$ cat src/shared/acl_defines.vh
// Offsets, field positions, reset values and timing figures of the calibration and open-loop registers.
`ifndef ACL_DEFINES_VH
`define ACL_DEFINES_VH

// ----------------------------------------------------------------------------
// Register offsets
// ----------------------------------------------------------------------------
`define ACL_CAL_TIME_CFG_ADDR 8'h2A
`define ACL_OPEN_LOOP_CTRL_ADDR 8'h2C
`define ACL_OL_PERIOD_UPPER_ADDR 8'h2E
`define ACL_OL_PERIOD_LOWER_ADDR 8'h2F

// ----------------------------------------------------------------------------
// Reset values
// ----------------------------------------------------------------------------
`define ACL_CAL_TIME_CFG_RST 8'h02
`define ACL_OPEN_LOOP_CTRL_RST 8'h00
`define ACL_OL_PERIOD_UPPER_RST 8'h00
`define ACL_OL_PERIOD_LOWER_RST 8'hC6

// ----------------------------------------------------------------------------
// Field positions
// ----------------------------------------------------------------------------
`define ACL_CAL_TIME_MSB 1
`define ACL_CAL_TIME_LSB 0
`define ACL_FALLBACK_EN_BIT 7
`define ACL_FALLBACK_CNT_MSB 6
`define ACL_FALLBACK_CNT_LSB 5
`define ACL_WAVE_SEL_BIT 0
`define ACL_PERIOD_HI_MSB 1
`define ACL_PERIOD_HI_LSB 0

// ----------------------------------------------------------------------------
// Codes and counts
// ----------------------------------------------------------------------------
`define ACL_CAL_CODE_TRIGGER 2'h3
`define ACL_FALLBACK_MIN_ATTEMPTS 3'h3

// ----------------------------------------------------------------------------
// Timing figures
// ----------------------------------------------------------------------------
`define ACL_CLK_PERIOD_NS 5
`define ACL_CAL_TIME_0_MS 250
`define ACL_CAL_TIME_1_MS 500
`define ACL_CAL_TIME_2_MS 1000
`define ACL_CAL_MEASURE_MS 5
// Open-loop period unit of 24.615 us, held in nanoseconds.
`define ACL_OL_UNIT_NS 24615
`define ACL_NS_PER_MS 1000000
// The same figures as clock counts at the 5 ns clock, sized to the counters that hold them.
`define ACL_CAL0_CYCLES 28'h2FAF080
`define ACL_CAL1_CYCLES 28'h5F5E100
`define ACL_CAL2_CYCLES 28'hBEBC200
`define ACL_MEAS_CYCLES 28'h00F4240
`define ACL_OL_UNIT_CYCLES 13'h133B

`endif

$ cat src/verilog/acl_cal_open_loop.v
// Calibration length, automatic open-loop fallback and open-loop drive configuration.
`timescale 1ns/100ps
`default_nettype none
`include "acl_defines.vh"
module acl_cal_open_loop #(
    parameter [27:0] CAL0_CYCLES = `ACL_CAL0_CYCLES,
    parameter [27:0] CAL1_CYCLES = `ACL_CAL1_CYCLES,
    parameter [27:0] CAL2_CYCLES = `ACL_CAL2_CYCLES,
    parameter [27:0] MEAS_CYCLES = `ACL_MEAS_CYCLES,
    parameter [12:0] OL_UNIT_CYCLES = `ACL_OL_UNIT_CYCLES
) (
    input wire clk_i,
    input wire rst_i,
    input wire [7:0] reg_addr_i,
    input wire reg_wr_i,
    input wire [7:0] reg_wdata_i,
    input wire reg_rd_i,
    output reg [7:0] reg_rdata_o,
    input wire cal_start_i,
    input wire ext_trig_i,
    input wire enable_trig_i,
    input wire sw_trig_i,
    output wire cal_busy_o,
    output wire cal_measure_o,
    output reg cal_done_o,
    input wire closed_loop_active_i,
    input wire open_loop_req_i,
    input wire zero_crossing_window_i,
    input wire zero_crossing_seen_i,
    output wire open_loop_o,
    output wire fallback_active_o,
    output wire drive_sine_o,
    output wire drive_polarity_o,
    output wire drive_cycle_o
);

// ----------------------------------------------------------------------------
// Register bank
// ----------------------------------------------------------------------------
reg [7:0] calibration_time_cfg_reg;
reg [7:0] open_loop_control_reg;
reg [7:0] open_loop_period_upper_reg;
reg [7:0] open_loop_period_lower_reg;

// Reserved bits are stored whole so reads return what was written.
always @(posedge clk_i) begin
    if (rst_i) begin
        calibration_time_cfg_reg <= `ACL_CAL_TIME_CFG_RST;
        open_loop_control_reg <= `ACL_OPEN_LOOP_CTRL_RST;
        open_loop_period_upper_reg <= `ACL_OL_PERIOD_UPPER_RST;
        open_loop_period_lower_reg <= `ACL_OL_PERIOD_LOWER_RST;
    end else if (reg_wr_i) begin
        case (reg_addr_i)
            `ACL_CAL_TIME_CFG_ADDR: calibration_time_cfg_reg <= reg_wdata_i;
            `ACL_OPEN_LOOP_CTRL_ADDR: open_loop_control_reg <= reg_wdata_i;
            `ACL_OL_PERIOD_UPPER_ADDR: open_loop_period_upper_reg <= reg_wdata_i;
            `ACL_OL_PERIOD_LOWER_ADDR: open_loop_period_lower_reg <= reg_wdata_i;
            default: ;
        endcase
    end
end

always @(posedge clk_i) begin
    if (rst_i) begin
        reg_rdata_o <= 8'h00;
    end else if (reg_rd_i) begin
        case (reg_addr_i)
            `ACL_CAL_TIME_CFG_ADDR: reg_rdata_o <= calibration_time_cfg_reg;
            `ACL_OPEN_LOOP_CTRL_ADDR: reg_rdata_o <= open_loop_control_reg;
            `ACL_OL_PERIOD_UPPER_ADDR: reg_rdata_o <= open_loop_period_upper_reg;
            `ACL_OL_PERIOD_LOWER_ADDR: reg_rdata_o <= open_loop_period_lower_reg;
            default: reg_rdata_o <= 8'h00;
        endcase
    end
end

wire [1:0] cal_time_code;
wire fallback_enable_flag;
wire [1:0] fallback_attempt_setting;
wire open_drive_waveform_sel;
wire [9:0] open_drive_period;

assign cal_time_code = calibration_time_cfg_reg[`ACL_CAL_TIME_MSB:`ACL_CAL_TIME_LSB];
assign fallback_enable_flag = open_loop_control_reg[`ACL_FALLBACK_EN_BIT];
assign fallback_attempt_setting =
    open_loop_control_reg[`ACL_FALLBACK_CNT_MSB:`ACL_FALLBACK_CNT_LSB];
assign open_drive_waveform_sel = open_loop_control_reg[`ACL_WAVE_SEL_BIT];
assign open_drive_period = {open_loop_period_upper_reg[`ACL_PERIOD_HI_MSB:`ACL_PERIOD_HI_LSB],
                            open_loop_period_lower_reg};

// ----------------------------------------------------------------------------
// Calibration sequencer
// ----------------------------------------------------------------------------
localparam [1:0] CAL_IDLE = 2'b00;
localparam [1:0] CAL_RUN = 2'b01;
localparam [1:0] CAL_WAIT_TRIG = 2'b10;
localparam [1:0] CAL_MEASURE = 2'b11;

function [27:0] cal_length;
    input [1:0] code;
    begin
        case (code)
            2'h0: cal_length = CAL0_CYCLES;
            2'h1: cal_length = CAL1_CYCLES;
            default: cal_length = CAL2_CYCLES;
        endcase
    end
endfunction

reg [1:0] cal_state_reg;
reg [1:0] cal_state_next;
reg [27:0] cal_cnt_reg;
reg [27:0] cal_cnt_next;
reg cal_done_next;
wire cancel_trig;

assign cancel_trig = ext_trig_i | enable_trig_i | sw_trig_i;

// The trigger-ended run trusts the host to hold it for at least one second;
// a shorter run is not blocked here, it only gives a poor result.
always @* begin
    cal_state_next = cal_state_reg;
    cal_cnt_next = cal_cnt_reg;
    cal_done_next = 1'b0;
    case (cal_state_reg)
        CAL_IDLE: begin
            if (cal_start_i) begin
                if (cal_time_code == `ACL_CAL_CODE_TRIGGER) begin
                    cal_state_next = CAL_WAIT_TRIG;
                end else begin
                    cal_state_next = CAL_RUN;
                    cal_cnt_next = cal_length(cal_time_code) - 28'h0000001;
                end
            end
        end
        CAL_RUN: begin
            if (cal_cnt_reg == 28'h0000000) begin
                cal_state_next = CAL_MEASURE;
                cal_cnt_next = MEAS_CYCLES - 28'h0000001;
            end else begin
                cal_cnt_next = cal_cnt_reg - 28'h0000001;
            end
        end
        CAL_WAIT_TRIG: begin
            if (cancel_trig) begin
                cal_state_next = CAL_MEASURE;
                cal_cnt_next = MEAS_CYCLES - 28'h0000001;
            end
        end
        CAL_MEASURE: begin
            if (cal_cnt_reg == 28'h0000000) begin
                cal_state_next = CAL_IDLE;
                cal_done_next = 1'b1;
            end else begin
                cal_cnt_next = cal_cnt_reg - 28'h0000001;
            end
        end
        default: begin
            cal_state_next = CAL_IDLE;
            cal_cnt_next = 28'h0000000;
        end
    endcase
end

always @(posedge clk_i) begin
    if (rst_i) begin
        cal_state_reg <= CAL_IDLE;
        cal_cnt_reg <= 28'h0000000;
        cal_done_o <= 1'b0;
    end else begin
        cal_state_reg <= cal_state_next;
        cal_cnt_reg <= cal_cnt_next;
        cal_done_o <= cal_done_next;
    end
end

assign cal_busy_o = (cal_state_reg != CAL_IDLE);
assign cal_measure_o = (cal_state_reg == CAL_MEASURE);

// ----------------------------------------------------------------------------
// Automatic open-loop fallback
// ----------------------------------------------------------------------------
// Misses must be consecutive; a detected crossing starts the count again.
// Fallback holds until the closed-loop drive ends or the fallback enable bit is cleared, so the effect
// never flips back and forth between modes mid-play.
reg [2:0] miss_cnt_reg;
reg fallback_reg;
wire [2:0] miss_limit;

assign miss_limit = `ACL_FALLBACK_MIN_ATTEMPTS + {1'b0, fallback_attempt_setting};

always @(posedge clk_i) begin
    if (rst_i || !closed_loop_active_i || !fallback_enable_flag) begin
        miss_cnt_reg <= 3'h0;
        fallback_reg <= 1'b0;
    end else if (zero_crossing_window_i && !fallback_reg) begin
        if (zero_crossing_seen_i) begin
            miss_cnt_reg <= 3'h0;
        end else if (miss_cnt_reg + 3'h1 >= miss_limit) begin
            fallback_reg <= 1'b1;
        end else begin
            miss_cnt_reg <= miss_cnt_reg + 3'h1;
        end
    end
end

assign fallback_active_o = fallback_reg;
assign open_loop_o = open_loop_req_i | fallback_reg;
assign drive_sine_o = open_loop_req_i & open_drive_waveform_sel & ~fallback_reg;

// ----------------------------------------------------------------------------
// Open-loop period generator
// ----------------------------------------------------------------------------
acl_period_gen #(
    .UNIT_CYCLES(OL_UNIT_CYCLES)
) u_period_gen (
    .clk_i(clk_i),
    .rst_i(rst_i),
    .run_i(open_loop_o),
    .period_i(open_drive_period),
    .polarity_o(drive_polarity_o),
    .cycle_o(drive_cycle_o)
);

endmodule // acl_cal_open_loop
`default_nettype wire

$ cat src/verilog/acl_period_gen.v
// Open-loop drive period generator: square polarity and one pulse per drive period.
`timescale 1ns/100ps
`default_nettype none
module acl_period_gen #(
    parameter [12:0] UNIT_CYCLES = 13'h133B
) (
    input wire clk_i,
    input wire rst_i,
    input wire run_i,
    input wire [9:0] period_i,
    output reg polarity_o,
    output reg cycle_o
);

// ----------------------------------------------------------------------------
// Unit tick and unit counter
// ----------------------------------------------------------------------------
reg [12:0] tick_cnt_reg;
reg [9:0] unit_cnt_reg;
wire unit_tick;
wire period_end;

assign unit_tick = (tick_cnt_reg == UNIT_CYCLES - 13'h0001);
assign period_end = (unit_cnt_reg >= period_i - 10'h001);

// A period of zero would give no drive at all, so the generator stays idle there.
always @(posedge clk_i) begin
    if (rst_i || !run_i || period_i == 10'h000) begin
        tick_cnt_reg <= 13'h0000;
        unit_cnt_reg <= 10'h000;
        polarity_o <= 1'b0;
        cycle_o <= 1'b0;
    end else begin
        cycle_o <= 1'b0;
        if (unit_tick) begin
            tick_cnt_reg <= 13'h0000;
            if (period_end) begin
                unit_cnt_reg <= 10'h000;
                cycle_o <= 1'b1;
            end else begin
                unit_cnt_reg <= unit_cnt_reg + 10'h001;
            end
        end else begin
            tick_cnt_reg <= tick_cnt_reg + 13'h0001;
        end
        polarity_o <= (unit_cnt_reg >= {1'b0, period_i[9:1]});
    end
end

endmodule // acl_period_gen
`default_nettype wire

$ cat config.mk
export PLATFORM = sky130hd
export DESIGN_NAME = acl_cal_open_loop
export DESIGN_NICKNAME = d
export VERILOG_FILES = /design/src/verilog/acl_cal_open_loop.v /design/src/verilog/acl_period_gen.v
export VERILOG_INCLUDE_DIRS = /design/src /design/src/shared
export SDC_FILE = /design/constraint.sdc
export NUM_CORES = 1
export LEC_CHECK = 0
export CORE_UTILIZATION = 65
export CTS_CLUSTER_SIZE = 12
export DETAILED_ROUTE_END_ITERATION = 6
export DONT_BUFFER_PORTS = 1
export GPL_ROUTABILITY_DRIVEN = 0
export GPL_TIMING_DRIVEN = 0
export PLACE_DENSITY = 0.81
export SETUP_SLACK_MARGIN = 0.2
export SLEW_MARGIN = 20
export SYNTH_ARGS = -nofsm -noshare
export SYNTH_HDL_FRONTEND = slang
export SYNTH_SLANG_ARGS = --single-unit
$ cat constraint.sdc
create_clock -name clk_i -period 3.72 [get_ports clk_i]
set_input_delay 0.372 -clock clk_i [delete_from_list [all_inputs] [get_ports clk_i]]
set_output_delay 0.372 -clock clk_i [all_outputs]
set_load 0.01 [all_outputs]
## Yosys cells after proc, flatten, opt, wreduce, memory -nomap -nowiden

Index checks and enable logic that the tools add are counted.

| word-level totals | value |
|---|---|
| memories kept | 0 |
| input port bits | 28 |
| output and inout port bits | 16 |
| ROM bits | 0 |
| latch bits | 0 |
| bits in writable memories | 0 |
| bits in registers | 100 |

| operators by class | value |
|---|---|
| equality and inequality tests | 17 |
| multipliers | 0 |
| divide/modulo/power cells | 0 |
| bitwise gates (word level) | 9 |
| $lt $le $gt $ge | 3 |
| $add $sub $neg | 7 |
| multiplexer cells | 22 |
| shift operators | 0 |
| reductions and logical operators | 25 |

Operators by type and width:

| operator | count |
|---|---|
| $mux 28 | 8 |
| $pmux 28 s4 | 1 |
| $pmux 28 s2 | 1 |
| $sub 28x1->28 const B | 2 |
| $eq 8x6->1 const B | 4 |
| $pmux 8 s4 | 1 |
| $logic_not 28->1 | 1 |
| $add 13x1->13 const B | 1 |
| $eq 13x13->1 const B | 1 |
| $ne 2x2->1 const B | 6 |
| $add 10x1->10 const B | 1 |
| $ge 10x10->1 | 1 |
| $ge 10x9->1 | 1 |
| $logic_not 10->1 | 1 |
| $mux 10 | 1 |
| $mux 2 | 5 |
| $reduce_and 2->1 | 5 |
| $sub 10x1->10 const B | 1 |
| $pmux 2 s4 | 1 |
| $reduce_and 4->1 | 2 |
| $eq 2x2->1 const B | 3 |
| $mux 3 | 2 |
| $reduce_or 2->1 | 3 |
| $eq 2x1->1 const B | 2 |
| 14 further kinds | 28 |

## Longest topological paths before layout

Gate-level depths: netlist of run 1.

| logic depth | value |
|---|---|
| depth in word-level cells | 9 |
| depth in mapped cells | 12 |

## Modules after synthesis

A second synthesis of run 1 with hierarchy kept.

| second synthesis, totals | value |
|---|---|
| cells, all modules | 708 |
| area, all modules | 5769.3 µm² |

Modules (own cells, without submodules):

| module | cells each | seq. area each (µm²) | area an instance (µm²) | instances |
|---|---|---|---|---|
| acl_cal_open_loop | 510 | 1501.4 | 4032.6 | 1 |
| acl_period_gen | 198 | 500.5 | 1736.7 | 1 |

## Worst setup path after synthesis of run 1

Ideal clock, no wire load.

| timing | value |
|---|---|
| path kind | reg-to-reg |
| from | reg open_loop_period_lower_reg[3] |
| to | reg u_period_gen.unit_cnt_reg[0] |
| path slack | 1.217 ns |
| stages on the path, launching flop included | 12 |
| data arrival time | 2.431 ns |
| data required time | 3.648 ns |
| clock period less this slack | 2.503 ns |
| library setup time | 0.072 ns |
| path buffers | 0 |
| cells stage by stage | dfxtp_1 nor3_1 and3_1 nand3_1 xnor2_1 ha_1 a21o_1 a21oi_1 nor2b_1 a311oi_1 nand3_1 mux2i_1 |

| on the way | value |
|---|---|
| word-level cells in the longest chain between the ends | 3 |

RTL lines:

| item | line | text |
|---|---|---|
| from (decl) | acl_cal_open_loop.v:43 | `reg [7:0] open_loop_period_lower_reg;` |
| from (signal assigned) | acl_cal_open_loop.v:51 | `` open_loop_period_lower_reg <= `ACL_OL_PERIOD_LOWER_RST; `` |
| from (signal assigned) | acl_cal_open_loop.v:57 | `` `ACL_OL_PERIOD_LOWER_ADDR: open_loop_period_lower_reg <= reg_wdata_i; `` |
| $sub 10x1->10 | acl_period_gen.v:24 | `assign period_end = (unit_cnt_reg >= period_i - 10'h001);` |
| $ge 10x10->1 | acl_period_gen.v:24 |  |
| $mux 10 | acl_period_gen.v:37 | `if (period_end) begin` |
| to (signal assigned) | acl_period_gen.v:41 | `unit_cnt_reg <= unit_cnt_reg + 10'h001;` |
| to (decl) | acl_period_gen.v:19 | `reg [9:0] unit_cnt_reg;` |

Parallel ways exist; a longest one is shown, timed or not.
A chain may end at the register's enable or synchronous reset.

## Final worst setup path of run 1

| timing | value |
|---|---|
| from | reg cal_state_reg[0] |
| to | reg cal_cnt_reg[25] |

| on the way | value |
|---|---|
| word-level cells in the longest chain between the ends | 3 |

RTL lines:

| item | line | text |
|---|---|---|
| from (decl) | acl_cal_open_loop.v:110 | `reg [1:0] cal_state_reg;` |
| from (signal assigned) | acl_cal_open_loop.v:171 | `cal_state_reg <= cal_state_next;` |
| $eq 2x2->1 / $logic_not 2->1 (equally long branches) | -- |  |
| $ne 2x2->1 (no line) | -- |  |
| $reduce_and 4->1 (no line) | -- |  |
| to (signal assigned) | acl_cal_open_loop.v:172 | `cal_cnt_reg <= cal_cnt_next;` |
| to (decl) | acl_cal_open_loop.v:112 | `reg [27:0] cal_cnt_reg;` |

Parallel ways exist; a longest one is shown, timed or not.

==> results of run 1 <==
[final cells by class]
class	count	area, um2	share of cell area
Multi-Input combinational cell	544	3540	0.576
Sequential cell	100	2000	0.326
Buffer	34	145	0.0236
Tap cell	108	135	0.0220
Clock buffer	9	124	0.0201
Inverter	30	113	0.0183
Clock inverter	7	88.8	0.0144
[critical path: stages (launching register included)]
cell      delay [ns]
dfxtp_1         0.36
inv_1           0.12
ha_1            0.32
nor4b_1         0.58
a311o_1         0.20
clkbuf_1        0.44
a31oi_1         0.23
nand2b_1        0.14
clkbuf_1        0.37
o221ai_1        0.23
[worst min path at each step]
stage / to / slack, ns / cells after the start
4_1_cts: open_loop_control_reg[4]$_SDFFE_PP0P_ / 0.11 / 2
6_report: calibration_time_cfg_reg[3]$_SDFFE_PP0P_ / 0.11 / 2
2_1_floorplan: miss_cnt_reg[1]$_SDFFE_PP0P_ / 0.44 / 2
3_3_place_gp: open_loop_period_upper_reg[7]$_SDFFE_PP0P_ / 0.44 / 2
3_5_place_dp: open_loop_period_upper_reg[3]$_SDFFE_PP0P_ / 0.45 / 2
5_1_grt: open_loop_control_reg[0]$_SDFFE_PP0P_ / 0.11 / 2
[cell usage in the layout, fill, tap and decap left out, types with 4 or more instances in the layout]
cell type / synthesis / final
nand2b_1: 11 / 11
buf_2: 10 / 10
dfxtp_1: 100 / 100
nand4b_1: 4 / 4
a21oi_1: 67 / 67
nand2_1: 66 / 66
nor2_1: 62 / 62
o21ai_0: 26 / 26
nand3b_1: 4 / 4
and3_1: 11 / 11
o31ai_1: 4 / 4
nor4_1: 13 / 13
nand4_1: 12 / 12
or2_2: 5 / 5
a31oi_1: 4 / 4
o21ai_1: 5 / 5
a22oi_1: 16 / 16
a21o_1: 17 / 17
a211oi_1: 4 / 4
nor3_1: 21 / 21
ha_1: 36 / 36
nand3_1: 45 / 45
xnor2_1: 16 / 16
or3_1: 7 / 7
a211o_1: 6 / 6
o32ai_1: 5 / 5
xor2_1: 17 / 17
inv_1: 30 / 30
clkbuf_8: 0 / 9
clkbuf_1: 22 / 22
[kinds of logic (layout without fill, tap and decap cells)]
family,count (synthesis),after routing,synth area share
AO/OA/AOI/OAI,178,178,0.196
multiplexers,1,1,0.00173
adder cells (fa/ha/maj),37,37,0.0794
XOR/XNOR,33,33,0.0498
AND/OR/NAND/NOR,295,295,0.283
buffers and inverters,64,80,0.0444
flip-flops,100,100,0.345
[per-stage QoR]
stage,total power [mW],utilization
after global placement,2.69,0.684
final,3.52,0.708
after detailed placement,2.74,0.684
after floorplan,2.40,-
after CTS,3.46,0.708
after global routing,3.71,0.708
[power groups by stage]
stage | sequential [mW] | combinational [mW] | clock, mW
after floorplan | 1.36 | 1.04 | 0
after global placement | 1.39 | 1.30 | 0
after detailed placement | 1.40 | 1.34 | 0
after CTS | 1.38 | 1.35 | 0.734
after global routing | 1.41 | 1.53 | 0.771
final | 1.39 | 1.40 | 0.736
[per-layer routing]
layer | GRT usage | routed length, um
met1 | 0.460 | 6320
met2 | 0.562 | 7260
met3 | 0.0806 | 1520
met4 | 0.110 | 289
met5 | 0 | 0
==> results.cfg, run 1 <==
[status]
status = complete, no violations

[power]
p_int_mw = 1.98
p_leak_nw = 2.36
ir_drop_v = 0.000463
p_comb_frac = 0.397
clkPwrFrac = 0.209
p_sw_frac = 0.438
switching_power_mw = 1.54
p_seq_frac = 0.394
p_per_area_nw_per_um2 = 572

[place]
dpl_cell_area_um2 = 5940
dp_cells = 816
numPortBuffers = 0
hpwlAfterDp_um = 11200
dpl_worst_slack_ns = 0.714

[cts]
cts_tree = done
cts_sinks = 100
clockBufferDepth = 2
cts_buffers = 9
post_cts_resized = 0
htreeDepth = 3
root_buffer = clkbuf_8
clk_pin_slew_ns = 0.12
clkLatencyLatePin_ns = 0.39
postCtsSetupRepairBufs = 0
cts_hold_buffers = 0

[timing]
period_needed_ns = 3.13
finalHoldViolations = 0
fin_crit_sh = 0.841
slew_headroom = 0.513
fmax_mhz = 319
fin_ws_ns = 0.590
rsz0062_at_grt = no
fin_tns_setup_ns = 0
setup_viol = 0
skew_ns = 0.0145
slew_viol_final = 0
worst-slew-pin-transition_ns = 0.725
hold_slack_ns = 0.108

[flow_run]
maxCapViolations = 0

[setup_path]
reg2reg_to = cal_cnt_reg[25]$_SDFFE_PP0P_
cp-end-kind = flip-flop
crit_required_ns = 3.97
crit_type = flip-flop to flip-flop
critPathLaunchType = flip-flop
cp_max_fo = 9
r2r_start = cal_state_reg[0]$_SDFFE_PP0P_
r2r_slack_ns = 0.59
critPathLaunch = cal_state_reg[0]$_SDFFE_PP0P_
cp-endpoint = cal_cnt_reg[25]$_SDFFE_PP0P_
worstRegToRegCells = 9
cp.arrival_ns = 3.38

[synthesis]
synthCells = 708
synth_area_leaders = dfxtp_1 35%, ha_1 7.8%, a21oi_1 5.8%, nand2_1 4.3%, nor2_1 4.0%
ys_types = 69
ys_ff_latch = 100
synth_area_um2 = 5800
synth_top_area_share = 0.345
synth_ff_type = dfxtp_1
yosysMostFrequentCell = dfxtp_1
async_reset_ff_frac = 0
synth_warnings = 0
netlist_top_cells_count = 100 x dfxtp_1, 67 x a21oi_1, 66 x nand2_1, 62 x nor2_1, 45 x nand3_1
syn_area_per_cell_um2 = 8.19
synth_top_cell_by_area = dfxtp_1
synth_nets = 772
yosysSeqAreaShare = 0.345
synth_edf_count = 0

[global_routing]
antenna_found_initial = 0
grt_pass1_wl_um = 25000
grt.total_usage = 0.348
grt_max_degree = 22
grt_remaining_overflow = 0
grt_pass1_vias = 5171

[final_layout]
finalInstanceArea_um2 = 6150
n_antenna_cell = 0
area_growth_pct = 6.00
n_fill_cell = 707
largest_reg_flops = 28
final_cells = 832
drive_above_1_share = 0.0704
nNetsFinal = 783

[drt]
wire_per_inst_um = 18.5
drtIter0Drc = 462
ant_nets = 0
via_count = 5504
totalWireLength_um = 15400
post-route-drc-count = 0
drt-pass1-iter-count = 5
vias_per_cell = 6.62

[floorplanning]
rows = 34
die-area_um2 = 9310
die_width_um = 96.5
io_pins = 44
start_util = 0.668
core_um2 = 8680
die_h_um = 96.5

[hold_path]
hold_start = reg_wdata_i[3]
hold_path_class = primary input to flip-flop
(Power assumes the default switching activity.)
==> run 2, diff against run 1 <==
Settings changed: CORE_UTILIZATION 65 to 64, PLACE_DENSITY 0.81 to 0.8.
Clock period 3.72 ns to 3.3 ns, I/O delays scaled along.
==> results.cfg, run 2 (same netlist as run 1, synthesis figures left out) <==
[setup_path]
critPathLaunchType = flip-flop
cp-end-kind = flip-flop
cp_max_fo = 10
crit_type = flip-flop to flip-flop
crit_required_ns = 3.56
cp.arrival_ns = 3.21

[drt]
wire_per_inst_um = 18.2
via_count = 5505
totalWireLength_um = 15200
post-route-drc-count = 0
drt-pass1-iter-count = 6
ant_nets = 0
drtIter0Drc = 566
vias_per_cell = 6.62

[final_layout]
mostFrequentLayoutCell = dfxtp_1
utilization = 0.702
drive_above_1_share = 0.0718
final-seq-area_um2 = 2000
mostFrequentLayoutCells = 100 x dfxtp_1, 67 x a21oi_1, 66 x nand2_1
largest_reg_flops = 28
multi_input_area_um2 = 3550
n_antenna_cell = 0
area_growth_pct = 6.10
n_fill_cell = 724
nNetsFinal = 783

[timing]
fmax_mhz = 338
setup_viol = 0
slew_viol_final = 0
fin_tns_setup_ns = 0
period_needed_ns = 2.96
hold_slack_ns = 0.0730
finalHoldViolations = 0
fin_crit_sh = 0.896
rsz0062_at_grt = no
worst-slew-pin-transition_ns = 0.658
slew_headroom = 0.562
skew_ns = 0.0170

[floorplanning]
die_width_um = 97.2
io_pins = 44
start_util = 0.662
die-area_um2 = 9450
rows = 34
core_um2 = 8760
die_h_um = 97.2

[cts]
cts_tree = done
root_buffer = clkbuf_8
postCtsSetupRepairBufs = 0
cts_buffers = 9
clk_pin_slew_ns = 0.12
clockBufferDepth = 2
htreeDepth = 3
clkLatencyLatePin_ns = 0.38
cts_sinks = 100

[global_routing]
grt_pass1_vias = 5194
grt_max_degree = 22
grt_remaining_overflow = 0
antenna_found_initial = 0
grt.total_usage = 0.329
grt_pass1_wl_um = 25200

[power]
p_per_area_nw_per_um2 = 641
total_power_mw = 3.95
ir_drop_v = 0.000497
p_leak_nw = 2.36

[flow_run]
maxCapViolations = 0

[place]
hpwlAfterDp_um = 11000
numPortBuffers = 0

[hold_path]
hold_path_class = primary input to flip-flop

[status]
status = complete, no violations
run 2: cell type report:
cell class,instances,share of cell area
multi-input cells,544,0.576
flip-flops and latches,100,0.325
well taps,108,0.0220
plain buffers,34,0.0236
inverters,30,0.0183
clock inverters,7,0.0144
clock buffers,9,0.0201
run 2: metrics by stage:
stage	cell area, um2	setup WS [ns]	std cells
detailed placement	5940	0.409	816
CTS	6150	0.343	832
finish	6150	0.343	832
floorplan	5800	0.797	708
global placement	5940	0.450	816
global route	6150	0.200	832
run 2: report_power, final:
part           total, mW  internal [mW]  leakage [nW]  switching (mW)
logic               1.57          0.566          1.44            1.00
registers           1.56           1.36         0.812           0.207
clock network      0.816          0.308         0.106           0.508
run 2: routing by layer:
| metal | vias to the layer above | part of all wire | track usage |
|---|---|---|---|
| met1 | 2570 | 0.40 | 0.433 |
| met3 | 55 | 0.098 | 0.0763 |
| met5 | - | 0 | 0 |
| met4 | 0 | 0.031 | 0.130 |
| li1 | 2591 | - | - |
| met2 | 289 | 0.47 | 0.522 |
run 2: critical path, cell delays in order, from the launching register on:
cell and delay, ns:
dfxtp_1 0.41, inv_1 0.11, ha_1 0.28, nor4b_1 0.21, a311o_1 0.27, clkbuf_1 0.25
a31oi_1 0.45, clkbuf_1 0.46, o31ai_1 0.15, a32oi_1 0.19, nor2_1 0.05
run 2: path summary, 6_finish.rpt:
path / from / end / slack, ns / cells past startpoint
worst max-delay path: cal_state_reg[0]$_SDFFE_PP0P_ / cal_cnt_reg[10]$_SDFFE_PP0P_ / 0.34 / 10
worst min register to register: calibration_time_cfg_reg[4]$_SDFFE_PP0P_ / calibration_time_cfg_reg[4]$_SDFFE_PP0P_ / 0.47 / 2
worst max register to register: cal_state_reg[0]$_SDFFE_PP0P_ / cal_cnt_reg[10]$_SDFFE_PP0P_ / 0.34 / 10
worst min-delay path: reg_wdata_i[5] / open_loop_period_upper_reg[5]$_SDFFE_PP0P_ / 0.07 / 2
run 2: what timing repair did:
item,in CTS,in global routing
gates resized for setup,0,1
hold buffers,0,0
endpoints found under the setup margin,0,4
==> run 3, diff against run 2 <==
Settings changed: RECOVER_POWER set to 25.
==> results.cfg, run 3 (same netlist as run 1, synthesis figures left out) <==
[power]
ir_drop_v = 0.000497
p_int_mw = 2.23
p_sw_frac = 0.435
switching_power_mw = 1.72
clkPwrFrac = 0.207
p_comb_frac = 0.398
p_seq_frac = 0.396
p_leak_nw = 2.35
p_per_area_nw_per_um2 = 644

[place]
hpwlAfterDp_um = 11000
numPortBuffers = 0
dp_cells = 816
dpl_cell_area_um2 = 5940

[cts]
post_cts_resized = 0
clockBufferDepth = 2
htreeDepth = 3
cts_hold_buffers = 0
cts_buffers = 9
root_buffer = clkbuf_8
clk_pin_slew_ns = 0.12
postCtsSetupRepairBufs = 0
clkLatencyLatePin_ns = 0.38
cts_sinks = 100
cts_tree = done

[global_routing]
antenna_found_initial = 0
grt_pass1_wl_um = 25200
grt_pass1_vias = 5194
grt_remaining_overflow = 0
grt.total_usage = 0.329
grt_max_degree = 22

[floorplanning]
die_h_um = 97.2
start_util = 0.662
io_pins = 44
die-area_um2 = 9450
rows = 34
die_width_um = 97.2
core_um2 = 8760

[timing]
setup_viol = 0
fmax_mhz = 338
worst-slew-pin-transition_ns = 1.43
skew_ns = 0.0151
slew_headroom = 0.0351
fin_tns_setup_ns = 0
finalHoldViolations = 0
slew_viol_final = 0
hold_slack_ns = 0.0771
rsz0062_at_grt = no
fin_crit_sh = 0.896
period_needed_ns = 2.96

[final_layout]
area_growth_pct = 5.65
final_cells = 832
largest_reg_flops = 28
utilization = 0.699
finalInstanceArea_um2 = 6130
mostFrequentLayoutCells = 100 x dfxtp_1, 67 x a21oi_1, 66 x nand2_1
mostFrequentLayoutCell = dfxtp_1
drive_above_1_share = 0.0663
n_antenna_cell = 0
nNetsFinal = 783

[setup_path]
cp.arrival_ns = 3.23
cp-end-kind = flip-flop
critPathLaunch = cal_state_reg[0]$_SDFFE_PP0P_
r2r_start = cal_state_reg[0]$_SDFFE_PP0P_
worstRegToRegCells = 10
cp_max_fo = 9
r2r_slack_ns = 0.34
critPathLaunchType = flip-flop
crit_required_ns = 3.57
reg2reg_to = cal_cnt_reg[13]$_SDFFE_PP0P_
crit_type = flip-flop to flip-flop
cp-endpoint = cal_cnt_reg[13]$_SDFFE_PP0P_

[flow_run]
maxCapViolations = 0

[drt]
ant_nets = 0
post-route-drc-count = 0
drtIter0Drc = 572
via_count = 5499
vias_per_cell = 6.61
wire_per_inst_um = 18.2
drt-pass1-iter-count = 5
totalWireLength_um = 15100

[status]
status = complete, no violations

[hold_path]
hold_path_class = primary input to flip-flop
[run 3: power groups by stage]
stage / logic [mW] / registers [mW] / clock network (mW)
2_1_floorplan: 1.17 / 1.53 / 0
3_3_place_gp: 1.47 / 1.57 / 0
3_5_place_dp: 1.50 / 1.58 / 0
4_1_cts: 1.52 / 1.55 / 0.828
5_1_grt: 1.72 / 1.58 / 0.884
6_report: 1.57 / 1.56 / 0.816
[run 3: critical path, stage by stage (launching register included)]
cell	delay (ns)
dfxtp_1	0.36
inv_1	0.13
ha_1	0.28
nor4b_1	0.56
a311o_1	0.20
clkbuf_1	0.39
a31oi_1	0.20
nand2b_1	0.13
clkbuf_1	0.37
o32a_1	0.20
nand2_1	0.04
[run 3: metal layers]
layer	global-route usage	routed length, um	vias up
li1	-	-	2599
met1	0.433	6170	2562
met2	0.522	6930	276
met3	0.0763	1470	62
met4	0.130	534	0
met5	0	0	-
[run 3: how the worst min path moves through the flow]
stage / start / to / slack [ns] / depth (start not counted)
after floorplan: miss_cnt_reg[1]$_SDFFE_PP0P_ / miss_cnt_reg[1]$_SDFFE_PP0P_ / 0.44 / 2
after global placement: open_loop_period_upper_reg[2]$_SDFFE_PP0P_ / open_loop_period_upper_reg[2]$_SDFFE_PP0P_ / 0.44 / 2
after detailed placement: calibration_time_cfg_reg[4]$_SDFFE_PP0P_ / calibration_time_cfg_reg[4]$_SDFFE_PP0P_ / 0.45 / 2
after CTS: reg_wdata_i[0] / open_loop_control_reg[0]$_SDFFE_PP0P_ / 0.07 / 2
after global routing: reg_wdata_i[6] / open_loop_period_upper_reg[6]$_SDFFE_PP0P_ / 0.06 / 2
final: reg_wdata_i[5] / open_loop_period_upper_reg[5]$_SDFFE_PP0P_ / 0.08 / 2
[run 3: layout make-up]
class | count | area [um2]
multi-input cells | 544 | 3520
fillers | 727 | 2640
plain buffers | 34 | 144
flip-flops and latches | 100 | 2000
well taps | 108 | 135
clock inverters | 7 | 88.8
inverters | 30 | 113
clock buffers | 9 | 124
[run 3: stage by stage]
| stage | setup slack [ns] | total power [mW] |
|---|---|---|
| 5_1_grt | 0.200 | 4.19 |
| 4_1_cts | 0.343 | 3.90 |
| 3_3_place_gp | 0.450 | 3.04 |
| 3_5_place_dp | 0.409 | 3.08 |
| 2_1_floorplan | 0.797 | 2.70 |
| 6_report | 0.344 | 3.95 |
